===== src/include/peb_pkg.sv =====
package peb_pkg;
    // bus geometry
    localparam int PEB_ADDR_W = 17;
    localparam int PEB_DATA_W = 8;
    localparam int PEB_PAGE_LSB = 8;          // lowest page select bit
    localparam int PEB_TOGGLE_BIT = 6;        // toggle_status_bit position
    localparam int PEB_FIFO_DEPTH = 8;
    localparam int PEB_CLK_MHZ = 25;
    // timing in their own units
    localparam int PEB_POWERUP_READ_US = 100;
    localparam int PEB_WRITE_CYCLE_MS = 10;
    localparam int PEB_BYTE_LOAD_MAX_US = 100;
    localparam int PEB_READ_NS = 250;         // slowest read cycle grade
    localparam int PEB_WP_NS = 100;           // strobe pulse width
    localparam int PEB_WPH_NS = 100;          // strobe high recovery
    localparam int PEB_CLK_NS = 1000 / PEB_CLK_MHZ;
    // derived cycle counts: least times round up
    localparam int PEB_POWERUP_CYC = PEB_POWERUP_READ_US * PEB_CLK_MHZ;
    localparam int PEB_WRITE_CYCLE_CYC =
        PEB_WRITE_CYCLE_MS * 1000 * PEB_CLK_MHZ;
    // longest time rounds down, kept one below to stay inside the window
    localparam int PEB_BYTE_LOAD_CYC = PEB_BYTE_LOAD_MAX_US * PEB_CLK_MHZ - 1;
    localparam int PEB_READ_CYC = (PEB_READ_NS + PEB_CLK_NS - 1) / PEB_CLK_NS;
    localparam int PEB_WP_CYC = (PEB_WP_NS + PEB_CLK_NS - 1) / PEB_CLK_NS;
    localparam int PEB_WPH_CYC = (PEB_WPH_NS + PEB_CLK_NS - 1) / PEB_CLK_NS;
    localparam int PEB_CNT_W = 20;
    // command codes of the host request port
    localparam logic [1:0] PEB_CMD_READ = 2'h0;
    localparam logic [1:0] PEB_CMD_WRITE = 2'h1;
    localparam logic [1:0] PEB_CMD_POLL = 2'h2;
    localparam logic [1:0] PEB_CMD_WRITE_LAST = 2'h3;
    typedef enum logic [2:0] {
        PEB_PWRUP = 3'b000,
        PEB_IDLE = 3'b001,
        PEB_WR_LOW = 3'b011,
        PEB_WR_HIGH = 3'b010,
        PEB_RD = 3'b110,
        PEB_WAIT_WC = 3'b111,
        PEB_POLL_RD = 3'b101
    } peb_state_type;
endpackage


===== src/hdl/peb_fifo.sv =====
`timescale 1ns/1ps
module peb_fifo #(
    parameter int WIDTH = 27,
    parameter int DEPTH = 8
) (
    input wire logic sys_clk,
    input wire logic rst,
    input wire logic clk_en,
    input wire logic in_valid,
    output logic in_ready,
    input wire logic [WIDTH-1:0] in_data,
    output logic out_valid,
    input wire logic out_ready,
    output logic [WIDTH-1:0] out_data
);
    localparam int AW = $clog2(DEPTH);
    logic [WIDTH-1:0] mem [DEPTH];
    logic [AW-1:0] wr_ptr_ff;
    logic [AW-1:0] rd_ptr_ff;
    logic [AW:0] count_ff;
    logic do_push;
    logic do_pop;

    localparam logic [AW:0] LAST_FREE = (AW + 1)'(DEPTH - 1);

    // out_valid straight from the occupancy count
    assign out_valid = (count_ff != '0);
    assign out_data = mem[rd_ptr_ff];
    assign do_push = clk_en && in_valid && in_ready;
    assign do_pop = clk_en && out_valid && out_ready;

    // storage has no reset, only the pointers, count and ready need one
    always_ff @(posedge sys_clk) begin
        if (do_push) begin
            mem[wr_ptr_ff] <= in_data;
        end
    end

    // pointers wrap; depth is expected to be a power of two
    always_ff @(posedge sys_clk or posedge rst) begin
        if (rst) begin
            wr_ptr_ff <= '0;
            rd_ptr_ff <= '0;
            count_ff <= '0;
            in_ready <= 1'b1;
        end else begin
            if (do_push) begin
                wr_ptr_ff <= wr_ptr_ff + 1'b1;
            end
            if (do_pop) begin
                rd_ptr_ff <= rd_ptr_ff + 1'b1;
            end
            // ready is a flop so the caller never sees a comparator
            if (do_push && !do_pop) begin
                count_ff <= count_ff + 1'b1;
                in_ready <= (count_ff != LAST_FREE);
            end else if (do_pop && !do_push) begin
                count_ff <= count_ff - 1'b1;
                in_ready <= 1'b1;
            end
        end
    end
endmodule // peb_fifo


===== src/hdl/peb_host.sv =====
`timescale 1ns/1ps
// How it works
// [RL1] drive select, output enable, strobe per mode
// [RL2] device finishes programming within write cycle
// [RL3] wait full cycle or poll toggle bit
// [RL4] page bits fixed across one page load
// [RL5] polls between byte loads keep page open; here a poll in an open page waits out the window and programming
// [RL6] each byte load uses strobe timing
// [RL7] polls run with ordinary read timing
// [RL8] hold off first read after power-up
// [RL9] strobe pulses kept well above glitch width
// [RL10] protected device relocks after each page
// [RL11] loads spaced inside the byte load window
module peb_host
    import peb_pkg::*;
#(
    parameter int POWERUP_CYC = PEB_POWERUP_CYC,
    parameter int WRITE_CYCLE_CYC = PEB_WRITE_CYCLE_CYC,
    parameter int BYTE_LOAD_CYC = PEB_BYTE_LOAD_CYC,
    parameter int DEPTH = PEB_FIFO_DEPTH
) (
    input wire logic sys_clk,
    input wire logic rst,
    input wire logic clk_en,
    input wire logic req_valid,
    output logic req_ready,
    input wire logic [1:0] req_cmd,
    input wire logic [PEB_ADDR_W-1:0] req_addr,
    input wire logic [PEB_DATA_W-1:0] req_wdata,
    output logic rsp_valid,
    output logic [PEB_DATA_W-1:0] rsp_rdata,
    output logic rsp_done,
    output logic busy,
    output logic [PEB_ADDR_W-1:0] mem_addr,
    output logic chip_sel_n,
    output logic out_en_n,
    output logic wr_strobe_n,
    input wire logic [PEB_DATA_W-1:0] data_in,
    output logic [PEB_DATA_W-1:0] data_out,
    output logic data_oe_n
);
    localparam int FW = 2 + PEB_ADDR_W + PEB_DATA_W;
    peb_state_type state_ff;
    logic [PEB_CNT_W-1:0] cnt_ff;
    logic [PEB_CNT_W-1:0] wc_cnt_ff;
    logic page_open_ff;
    logic [PEB_ADDR_W-1:PEB_PAGE_LSB] page_ff;
    logic toggle_ff;
    logic poll_armed_ff;
    logic [1:0] cmd_ff;
    logic f_valid;
    logic f_ready;
    logic [FW-1:0] f_data;
    logic [1:0] f_cmd;
    logic [PEB_ADDR_W-1:0] f_addr;
    logic [PEB_DATA_W-1:0] f_wdata;
    logic cnt_zero;
    logic page_match;
    logic can_write;

    // requests queue here so the caller stalls only once DEPTH requests wait
    peb_fifo #(.WIDTH(FW), .DEPTH(DEPTH)) u_fifo (
        .sys_clk(sys_clk),
        .rst(rst),
        .clk_en(clk_en),
        .in_valid(req_valid),
        .in_ready(req_ready),
        .in_data({req_cmd, req_addr, req_wdata}),
        .out_valid(f_valid),
        .out_ready(f_ready),
        .out_data(f_data)
    );

    assign {f_cmd, f_addr, f_wdata} = f_data;
    assign cnt_zero = (cnt_ff == '0);
    // [RL4] page bits compared
    assign page_match = (f_addr[PEB_ADDR_W-1:PEB_PAGE_LSB] == page_ff);
    // [RL3] write cycle guard
    assign can_write = page_open_ff ? page_match : (wc_cnt_ff == '0);
    assign f_ready = (state_ff == PEB_IDLE) && f_valid && clk_en &&
        (f_cmd[0] == 1'b0 || can_write);

    // main sequencer over the parallel pins
    always_ff @(posedge sys_clk or posedge rst) begin
        if (rst) begin
            state_ff <= PEB_PWRUP;
            cnt_ff <= PEB_CNT_W'(POWERUP_CYC);
            cmd_ff <= PEB_CMD_READ;
        end else if (clk_en) begin
            unique case (state_ff)
                // [RL8] power-up hold off
                PEB_PWRUP: begin
                    if (cnt_zero) begin
                        state_ff <= PEB_IDLE;
                    end else begin
                        cnt_ff <= cnt_ff - 1'b1;
                    end
                end
                PEB_IDLE: begin
                    if (f_ready) begin
                        cmd_ff <= f_cmd;
                        if (f_cmd[0]) begin
                            // [RL6] strobe low width
                            state_ff <= PEB_WR_LOW;
                            cnt_ff <= PEB_CNT_W'(PEB_WP_CYC - 1);
                        end else begin
                            // [RL7] read cycle timing
                            state_ff <= PEB_RD;
                            cnt_ff <= PEB_CNT_W'(PEB_READ_CYC - 1);
                        end
                    end
                end
                // [RL9] pulse width held
                PEB_WR_LOW: begin
                    if (cnt_zero) begin
                        state_ff <= PEB_WR_HIGH;
                        cnt_ff <= PEB_CNT_W'(PEB_WPH_CYC - 1);
                    end else begin
                        cnt_ff <= cnt_ff - 1'b1;
                    end
                end
                PEB_WR_HIGH: begin
                    if (cnt_zero) begin
                        state_ff <= PEB_IDLE;
                    end else begin
                        cnt_ff <= cnt_ff - 1'b1;
                    end
                end
                PEB_RD: begin
                    if (!cnt_zero) begin
                        cnt_ff <= cnt_ff - 1'b1;
                    end else if (cmd_ff == PEB_CMD_POLL && busy) begin
                        // [RL3] keep polling
                        state_ff <= PEB_WAIT_WC;
                        cnt_ff <= PEB_CNT_W'(PEB_WPH_CYC - 1);
                    end else begin
                        state_ff <= PEB_IDLE;
                    end
                end
                // gap between poll reads, select high
                PEB_WAIT_WC: begin
                    if (cnt_zero) begin
                        state_ff <= PEB_POLL_RD;
                        cnt_ff <= PEB_CNT_W'(PEB_READ_CYC - 1);
                    end else begin
                        cnt_ff <= cnt_ff - 1'b1;
                    end
                end
                PEB_POLL_RD: begin
                    if (cnt_zero) begin
                        state_ff <= PEB_RD;
                        cnt_ff <= '0;
                    end else begin
                        cnt_ff <= cnt_ff - 1'b1;
                    end
                end
                default: begin
                    state_ff <= PEB_IDLE;
                end
            endcase
        end
    end

    // page window and write cycle timers
    always_ff @(posedge sys_clk or posedge rst) begin
        if (rst) begin
            page_open_ff <= 1'b0;
            page_ff <= '0;
            wc_cnt_ff <= '0;
            busy <= 1'b0;
        end else if (clk_en) begin
            if (state_ff == PEB_IDLE && f_ready && f_cmd[0]) begin
                page_ff <= f_addr[PEB_ADDR_W-1:PEB_PAGE_LSB];
                // [RL11] reopen byte load window
                page_open_ff <= (f_cmd == PEB_CMD_WRITE);
                // [RL10] last byte relocks
                // device may still wait out its own load window first
                wc_cnt_ff <= PEB_CNT_W'((f_cmd == PEB_CMD_WRITE) ?
                    BYTE_LOAD_CYC : BYTE_LOAD_CYC + WRITE_CYCLE_CYC);
                busy <= 1'b1;
            end else if (state_ff == PEB_RD && cnt_zero && poll_armed_ff &&
                    cmd_ff == PEB_CMD_POLL && busy && !page_open_ff &&
                    data_in[PEB_TOGGLE_BIT] == toggle_ff) begin
                // [RL2] toggle stopped over two reads, early completion
                wc_cnt_ff <= '0;
                busy <= 1'b0;
            end else if (wc_cnt_ff != '0) begin
                wc_cnt_ff <= wc_cnt_ff - 1'b1;
            end else if (page_open_ff) begin
                // [RL11] window lapsed, device programs now
                page_open_ff <= 1'b0;
                wc_cnt_ff <= PEB_CNT_W'(WRITE_CYCLE_CYC);
            end else begin
                busy <= 1'b0;
            end
        end
    end

    // pin drive, all from flops; [RL1] mode decode
    always_ff @(posedge sys_clk or posedge rst) begin
        if (rst) begin
            chip_sel_n <= 1'b1;
            out_en_n <= 1'b1;
            wr_strobe_n <= 1'b1;
            data_oe_n <= 1'b1;
            mem_addr <= '0;
            data_out <= '0;
        end else if (clk_en) begin
            if (state_ff == PEB_IDLE && f_ready) begin
                mem_addr <= f_addr;
                data_out <= f_wdata;
                chip_sel_n <= 1'b0;
                out_en_n <= f_cmd[0];
                wr_strobe_n <= !f_cmd[0];
                data_oe_n <= !f_cmd[0];
            end else if ((state_ff == PEB_WR_LOW && cnt_zero) ||
                    (state_ff == PEB_RD && cnt_zero && !(cmd_ff ==
                    PEB_CMD_POLL && busy))) begin
                // [RL5] strobe rises, page stays open
                chip_sel_n <= 1'b1;
                out_en_n <= 1'b1;
                wr_strobe_n <= 1'b1;
                data_oe_n <= 1'b1;
            end else if (state_ff == PEB_RD && cnt_zero) begin
                chip_sel_n <= 1'b1;
                out_en_n <= 1'b1;
            end else if (state_ff == PEB_WAIT_WC && cnt_zero) begin
                chip_sel_n <= 1'b0;
                out_en_n <= 1'b0;
            end
        end
    end

    // answers and last toggle sample
    always_ff @(posedge sys_clk or posedge rst) begin
        if (rst) begin
            rsp_valid <= 1'b0;
            rsp_rdata <= '0;
            rsp_done <= 1'b0;
            toggle_ff <= 1'b0;
            poll_armed_ff <= 1'b0;
        end else if (clk_en) begin
            rsp_valid <= 1'b0;
            rsp_done <= 1'b0;
            // a poll compares with a sample of its own, never a stale one
            if (state_ff == PEB_IDLE && f_ready) begin
                poll_armed_ff <= 1'b0;
            end
            if (state_ff == PEB_RD && cnt_zero) begin
                toggle_ff <= data_in[PEB_TOGGLE_BIT];
                poll_armed_ff <= 1'b1;
                if (!(cmd_ff == PEB_CMD_POLL && busy)) begin
                    rsp_valid <= 1'b1;
                    rsp_rdata <= data_in;
                end
            end
            if (state_ff == PEB_WR_HIGH && cnt_zero) begin
                rsp_done <= 1'b1;
            end
        end
    end
endmodule // peb_host


===== config.mk =====
export PLATFORM = sky130hd
export DESIGN_NAME = peb_host
export DESIGN_NICKNAME = d
export VERILOG_FILES = /design/src/include/peb_pkg.sv /design/src/hdl/peb_fifo.sv /design/src/hdl/peb_host.sv
export SDC_FILE = /design/constraint.sdc
export NUM_CORES = 1
export LEC_CHECK = 0
export ABC_CLOCK_PERIOD_IN_PS = 5500
export BUFFER_PORTS_ARGS = -buffer_cell sky130_fd_sc_hd__buf_2
export CAP_MARGIN = 20
export CORE_AREA = 2 2 203 205
export CTS_BUF_LIST = sky130_fd_sc_hd__clkbuf_8
export CTS_CLUSTER_SIZE = 10
export DETAILED_ROUTE_END_ITERATION = 6
export DIE_AREA = 0 0 205 207
export PLACE_DENSITY = 0.54
export REMOVE_ABC_BUFFERS = 1
export SKIP_CTS_REPAIR_TIMING = 1
export SKIP_LAST_GASP = 1
export SLEW_MARGIN = 20
export SYNTH_ARGS = -nofsm -noshare
export SYNTH_HDL_FRONTEND = slang
export SYNTH_HIERARCHICAL = 1
export SYNTH_SLANG_ARGS = --single-unit

===== constraint.sdc =====
create_clock -name sys_clk -period 5.5 [get_ports sys_clk]
set_input_delay 0.275 -clock sys_clk [delete_from_list [all_inputs] [get_ports sys_clk]]
set_output_delay 0.275 -clock sys_clk [all_outputs]
set_load 0.005 [all_outputs]

======== Yosys cells after proc, flatten, opt, wreduce, memory -nomap -nowiden ========
Memories as Yosys holds them, arrays and structs flattened.
Cells that the tools add are included.
W data, S select, Z words.
operators by class
  add/subtract/negate cells ............... 6
  eq/ne operators ......................... 23
  mux-type cells .......................... 49
  bitwise logic cells ..................... 2
  reduce and logical (&&, ||, !) cells .... 54
operators with widths
  kind                     count
  $mux W20                 11
  $pmux W20 S6             1
  $logic_not A20 Y1        2
  $sub A20 B1 Y20 const B  2
  $mux W3                  9
  $mux W1                  24
  $logic_and A1 B1 Y1      22
  $reduce_bool A20 Y1      1
  $mux W18                 1
  $pmux W3 S6              1
  $ne A2 B2 Y1 const B     8
  $reduce_and A2 Y1        7
  $reduce_and A3 Y1        4
  $reduce_bool A4 Y1       3
  $eq A3 B3 Y1 const B     3
  $eq A9 B9 Y1             1
  $mux W4                  2
  $reduce_and A7 Y1        1
  $add A3 B1 Y3 const B    2
  $eq A3 B2 Y1 const B     2
  $reduce_bool A2 Y1       3
  $reduce_bool A6 Y1       1
  $logic_not A1 Y1         5
  $reduce_and A5 Y1        1
  other kinds (15)         17
storage, ports and cells
  register bits after elaboration ......... 107
  bits in writable memories ............... 216
  logic and storage cells ................. 156
  memories kept ........................... 1
memory list
  memory      words  width  rd ports  clocked after memory_dff  wr ports  RTL line        RTL
  u_fifo.mem  8      27     1         0                         1         peb_fifo.sv:17  logic [WIDTH-1:0] mem [DEPTH];

======== Logic depth before layout (Yosys ltp) ========
  word-level depth ........................ 9
  depth in mapped cells ................... 16
  mapped depth without buffers ............ 14

======== By module ========
The synthesis kept the hierarchy.
modules (own cells, without submodules)
  module    times used  cells each  area each (um2)
  peb_fifo  1           381         8,904.8
  peb_host  1           494         5,037.3

======== Worst setup path before layout ========
Ideal clock, no wire load.
  kind .................................... reg2reg
  start point ............................. reg u_fifo.rd_ptr_ff[0]
  end point ............................... reg u_fifo.count_ff[3]
  setup time .............................. 0.137 ns
  arrival time ............................ 3.905 ns
  required time ........................... 5.363 ns
  path slack .............................. 1.458 ns
  stages on the path, launching flop included .. 17
  path buffers ............................ 2
  cells stage by stage .................... dfrtp_1 buf_6 buf_6 mux4_1 mux2_2 xnor2_1 nand4_1 nor3_1 o211ai_1 inv_1 nand3_1 ha_1 inv_1 ha_1 or4_1 nand3_1 o221ai_1
on the way
  longest elaborated chain between the ends .. 9
RTL lines
  what                                           RTL line        RTL
  start: declaration                             peb_fifo.sv:19  logic [AW-1:0] rd_ptr_ff;
  start signal: assignment                       peb_fifo.sv:51  rd_ptr_ff <= rd_ptr_ff + 1'b1;
  $mem_v2 Z8 W27 (*)                             --
  net f_data[17]                                 peb_host.sv:53  logic [FW-1:0] f_data;
  $eq A9 B9 Y1 (*)                               peb_host.sv:77  assign page_match = (f_addr[PEB_ADDR_W-1:PEB_PAGE_LSB] == page_ff);
  $mux W1 (*)                                    peb_host.sv:79  assign can_write = page_open_ff ? page_match : (wc_cnt_ff == '0);
  $logic_or A1 B1 Y1 (*)                         peb_host.sv:81  (f_cmd[0] == 1'b0 || can_write);
  $logic_and A1 B1 Y1 (*)                        peb_host.sv:80  assign f_ready = (state_ff == PEB_IDLE) && f_valid && clk_en &&
  net f_ready                                    peb_host.sv:52  logic f_ready;
  $logic_and A1 B1 Y1 (*)                        peb_fifo.sv:30  assign do_pop = clk_en && out_valid && out_ready;
  $logic_not A1 Y1                               peb_fifo.sv:54  if (do_push && !do_pop) begin
  $logic_and A1 B1 Y1                            peb_fifo.sv:54
  $mux W4 or $reduce_bool A2 Y1 (tied branches)  --
  end signal: assignment                         peb_fifo.sv:55  count_ff <= count_ff + 1'b1;
  end signal: assignment                         peb_fifo.sv:58  count_ff <= count_ff - 1'b1;
  end: declaration                               peb_fifo.sv:20  logic [AW:0] count_ff;
Mark *: on every way through the listed nets, which the timed path passes. The rest lies on a longest branch.
A chain may end at the register's enable or synchronous reset.

======== Worst setup path after layout ========
  start point ............................. reg u_fifo.rd_ptr_ff[1]
  end point ............................... reg u_fifo.count_ff[3]
Same word-level chain as after synthesis.

==> impl_metrics.xml <==
<?xml version="1.0" encoding="UTF-8"?>
<metrics>
  <group name="synthesis">
    <metric name="yosys.cell_count.top_type" unit="">sky130_fd_sc_hd__edfxtp_1</metric>
    <metric name="synth_top_area_share" unit="%">46.52</metric>
    <metric name="synth-edff-count" unit="">216</metric>
    <metric name="synth.ff_latch_count" unit="">323</metric>
    <metric name="synth_compound_gate_area_share" unit="%">6.578</metric>
    <metric name="synth.mux.area_fraction" unit="%">15.82</metric>
    <metric name="ffs_w_async_s_r_synth" unit="%">33.13</metric>
    <metric name="synth_fa_ha_area_share" unit="%">0.7718</metric>
    <metric name="syn_area_per_cell" unit="sq um">15.93</metric>
    <metric name="netlist_instances" unit="">875</metric>
    <metric name="synthDistinctLibCells" unit="">73</metric>
    <metric name="synth-simple-area-share" unit="%">7.745</metric>
    <metric name="ys_flop_type" unit="">sky130_fd_sc_hd__edfxtp_1</metric>
    <metric name="synth_largest_area_cell" unit="">sky130_fd_sc_hd__edfxtp_1</metric>
    <metric name="synth_warnings" unit="">6</metric>
    <metric name="main_combinational_cell_family_by_area_after_synthesis" unit="">multiplexers</metric>
    <metric name="top_cell_types_by_occurrence_after_synthesis" unit="">sky130_fd_sc_hd__edfxtp_1 (216), sky130_fd_sc_hd__dfrtp_1 (98), sky130_fd_sc_hd__mux2_2 (76), sky130_fd_sc_hd__nand2_1 (44), sky130_fd_sc_hd__nor2_1 (40)</metric>
    <metric name="mappedNetlistArea" unit="sq um">13940</metric>
    <metric name="synth_xor_area_share" unit="%">1.068</metric>
    <metric name="ys_seq_area_share" unit="%">65.81</metric>
    <metric name="yosys-top-cells-area" unit="">sky130_fd_sc_hd__edfxtp_1 (47%), sky130_fd_sc_hd__dfrtp_1 (18%), sky130_fd_sc_hd__mux4_1 (6.2%)</metric>
  </group>
  <group name="routing">
    <metric name="drt_drc_violations_left" unit="">0</metric>
    <metric name="drt-initial-drc-count" unit="">474</metric>
    <metric name="viasPerCell" unit="">5.130</metric>
    <metric name="met2RoutedLength" unit="um">15100</metric>
    <metric name="routed.top_layer" unit="">met4</metric>
    <metric name="drtAntennaViolNets" unit="">0</metric>
    <metric name="routed-via-count" unit="">8198</metric>
    <metric name="routedLengthMet1" unit="um">13640</metric>
    <metric name="dr.pass1.iters" unit="">5</metric>
    <metric name="met3_routed_wl" unit="um">1535</metric>
    <metric name="route.detailed.wl_per_inst" unit="um">19.35</metric>
    <metric name="post_detailed_routing_wire_length" unit="um">30930</metric>
  </group>
  <group name="status">
    <metric name="status" unit="">finished clean</metric>
  </group>
  <group name="critical_path">
    <metric name="worst_path_max_delay_cell" unit="">sky130_fd_sc_hd__dfrtp_2</metric>
    <metric name="critical-path-top-delay-family" unit="">simple AND/OR/NAND/NOR gates</metric>
    <metric name="cp-start-kind" unit="">flip-flop</metric>
    <metric name="endpoint_kind" unit="">flip-flop</metric>
    <metric name="timing.reg2reg.setup_slack" unit="ns">1.10</metric>
    <metric name="rr_worst_depth" unit="">15</metric>
    <metric name="worstPathBufferInverterCount" unit="">3</metric>
    <metric name="crit-reg2reg-capture" unit="">u_fifo/count_ff[3]</metric>
    <metric name="timing.critical_path.fanout_max" unit="">41</metric>
    <metric name="timing.setup.critical_path_class" unit="">flip-flop to flip-flop</metric>
    <metric name="arrival" unit="ns">4.86</metric>
    <metric name="worstReg2RegStart" unit="">u_fifo/rd_ptr_ff[1]</metric>
    <metric name="worst-endpoint-required" unit="ns">5.96</metric>
    <metric name="ordered_cell_list_for_the_critical_path" unit="">mux4_1 &gt; mux2_2 &gt; xnor2_1 &gt; nand4_1 &gt; nor3_1 &gt; buf_4 &gt; o211ai_1 &gt; inv_1 &gt; nand3_1 &gt; ha_1 &gt; inv_1 &gt; ha_1 &gt; or4_1 &gt; nand3_1 &gt; o221ai_1</metric>
    <metric name="cpPeakStageDelay" unit="ns">1.00</metric>
  </group>
  <group name="floorplanning">
    <metric name="core_area" unit="sq um">40370</metric>
    <metric name="y_dimension_of_the_die" unit="um">207</metric>
    <metric name="start_util" unit="%">34.54</metric>
    <metric name="die_width" unit="um">205</metric>
    <metric name="ios" unit="">80</metric>
    <metric name="std_cell_rows" unit="">74</metric>
    <metric name="die_area" unit="sq um">42440</metric>
  </group>
  <group name="timing">
    <metric name="max_freq" unit="MHz">227.4</metric>
    <metric name="report.final.slew_viol_count" unit="">0</metric>
    <metric name="report.final.hold_viol_count" unit="">0</metric>
    <metric name="min_period" unit="ns">4.399</metric>
    <metric name="worst-slew-pin-transition" unit="ns">0.9700</metric>
    <metric name="worst_slack" unit="ns">1.102</metric>
    <metric name="slew-limit-headroom" unit="%">35.33</metric>
    <metric name="sum_of_negative_setup_slack" unit="ns">0</metric>
    <metric name="fin_skew" unit="ns">0.02676</metric>
    <metric name="grt_setup_unrepaired" unit="">false</metric>
    <metric name="setup-violations-final" unit="">0</metric>
    <metric name="layout_worst_path_cycle_share" unit="%">79.97</metric>
  </group>
  <group name="finish">
    <metric name="syn_to_final_growth" unit="%">17.57</metric>
    <metric name="fillerInstances" unit="">3770</metric>
    <metric name="post_route_cells_drive_above_1_share" unit="%">28.17</metric>
    <metric name="num-nets-final" unit="">1068</metric>
    <metric name="layout.cell_area.non_filler" unit="sq um">16390</metric>
  </group>
  <group name="min_path">
    <metric name="timing.hold.worst.class" unit="">primary input to flip-flop</metric>
    <metric name="cell_depth_of_the_worst_min_delay_path" unit="">2</metric>
    <metric name="worst_hold_startpoint" unit="">data_in[6]</metric>
    <metric name="worst_hold_path.endpoint" unit="">rsp_rdata[6]</metric>
  </group>
  <group name="placement">
    <metric name="gpl.final_weighted_congestion" unit="">0.7970</metric>
    <metric name="dpl_wire_length" unit="um">17980</metric>
    <metric name="placed_cell_area" unit="sq um">14950</metric>
    <metric name="post_place_worst_slack" unit="ns">1.081</metric>
    <metric name="port-buffer-count" unit="">79</metric>
  </group>
  <group name="global_routing">
    <metric name="antenna_violations_before_repair" unit="">2</metric>
    <metric name="overflow_left_after_global_routing" unit="">0</metric>
    <metric name="via_count_of_the_first_global_routing_pass" unit="">8425</metric>
    <metric name="grt_start_max_net_pins" unit="">66</metric>
    <metric name="grtUsageTotal" unit="%">14.81</metric>
    <metric name="grt_pass1_wl" unit="um">48890</metric>
  </group>
  <group name="power">
    <metric name="intPower" unit="mW">5.017</metric>
    <metric name="share_seq_of_total_power" unit="%">46.3</metric>
    <metric name="power_leakage" unit="nW">6.173</metric>
    <metric name="power_frac_comb" unit="%">24.0</metric>
    <metric name="netSwitchingPower" unit="mW">2.116</metric>
    <metric name="powerDensity" unit="nW/um^2">435.2</metric>
    <metric name="p_sw_share" unit="%">29.67</metric>
    <metric name="irDropWorstVdd" unit="mV">0.2090</metric>
    <metric name="clock_power_share" unit="%">29.7</metric>
  </group>
  <group name="cts">
    <metric name="cts_max_level" unit="">2</metric>
    <metric name="tritoncts_num_sinks" unit="">323</metric>
    <metric name="cts_tree" unit="">done</metric>
    <metric name="tritoncts_buffers" unit="">53</metric>
    <metric name="clockBufferDepth" unit="">3</metric>
    <metric name="clk-insertion-delay-late" unit="ns">0.60</metric>
    <metric name="path_clk_slew" unit="ns">0.06</metric>
    <metric name="cts_root_buffer" unit="">sky130_fd_sc_hd__clkbuf_8</metric>
  </group>
  <group name="job">
    <metric name="drv.max_cap_violation_count" unit="">0</metric>
  </group>
</metrics>
==> metrics by stage <==
step | hold slack [ns] | utilization, % | instances | total power, mW
after floorplan | 0.1267 | - | 833 | 4.484
after global placement | 0.3441 | 37.04 | 1463 | 5.048
after detailed placement | 0.3426 | 37.04 | 1463 | 5.073
after CTS | -0.3242 | 39.73 | 1562 | 7.229
after global routing | 0.007821 | 40.61 | 1598 | 7.557
final | 0.03589 | 40.61 | 1598 | 7.133
==> placed cells by master (no fill, tap or decap), types with 19 or more instances in the layout <==
cell type                       instances
sky130_fd_sc_hd__mux4_2                21
sky130_fd_sc_hd__mux2_2                76
sky130_fd_sc_hd__mux4_1                33
sky130_fd_sc_hd__buf_4                 19
sky130_fd_sc_hd__nor2_1                34
sky130_fd_sc_hd__clkbuf_8              58
sky130_fd_sc_hd__dlygate4sd3_1         35
sky130_fd_sc_hd__nand2_1               44
sky130_fd_sc_hd__nand3_1               19
sky130_fd_sc_hd__o21ai_0               35
sky130_fd_sc_hd__edfxtp_1             216
sky130_fd_sc_hd__dfrtp_1               96
sky130_fd_sc_hd__buf_2                 79
sky130_fd_sc_hd__inv_1                 43
==> per-layer routing <==
layer  up-vias  GRT usage, %
met3        54         3.556
met1      4185         19.40
met4         0         4.267
li1       3780             -
met5         -             0
met2       179         24.45
==> power by group through the flow <==
| stage | sequential [mW] | clock [mW] | combinational (mW) |
|---|---|---|---|
| global route | 3.36 | 2.30 | 1.89 |
| CTS | 3.31 | 2.19 | 1.73 |
| finish | 3.30 | 2.12 | 1.71 |
| global placement | 3.35 | 0 | 1.70 |
| floorplan | 3.30 | 0 | 1.18 |
| detailed placement | 3.35 | 0 | 1.72 |
==> kinds of logic after synthesis <==
kind of cell / Yosys count
DFF: 323
and+or+nand+nor: 200
buffers and inverters: 63
adders and majority gates: 8
muxes: 131
AOI/OAI and AO/OA: 133
xor gates and xnor gates: 17
==> layout make-up <==
type	count	area [sq um]	area share [%]
Multi-Input combinational cell	489	4488	27.38
Tap cell	532	665.6	4.061
Inverter	21	81.33	0.4961
Clock buffer	58	798.3	4.870
Sequential cell	323	9178	55.99
Timing Repair Buffer	133	888.4	5.419
Antenna cell	1	2.502	0.01527
Clock inverter	41	290.3	1.771
==> flip-flops by register name, summed over array words and instances (netlist names) <==
register	flops
u_fifo/mem	216
cnt_ff	20
wc_cnt_ff	20
mem_addr	17
page_ff	9
data_out	8
rsp_rdata	8
u_fifo/count_ff	4
state_ff	3
u_fifo/rd_ptr_ff	3
u_fifo/wr_ptr_ff	3
cmd_ff	2
busy	1
chip_sel_n	1
data_oe_n	1
out_en_n	1
page_open_ff	1
poll_armed_ff	1
rsp_done	1
rsp_valid	1
toggle_ff	1
u_fifo/in_ready	1
==> worst max-delay path by stage <==
stage / end / slack, ns / start / cells after the start
finish: u_fifo/count_ff[3] / 1.10 / u_fifo/rd_ptr_ff[1] / 15
global route: u_fifo/count_ff[3] / 0.65 / u_fifo/rd_ptr_ff[1] / 15
CTS: u_fifo/count_ff[3] / 1.08 / u_fifo/rd_ptr_ff[0] / 15
detailed placement: u_fifo/count_ff[3] / 1.08 / u_fifo/rd_ptr_ff[0] / 15
global placement: u_fifo/count_ff[3] / 1.12 / u_fifo/rd_ptr_ff[1] / 15
floorplan: u_fifo/count_ff[3] / -0.98 / u_fifo/rd_ptr_ff[0] / 14
Note: power is estimated with default switching activity, not from simulation.
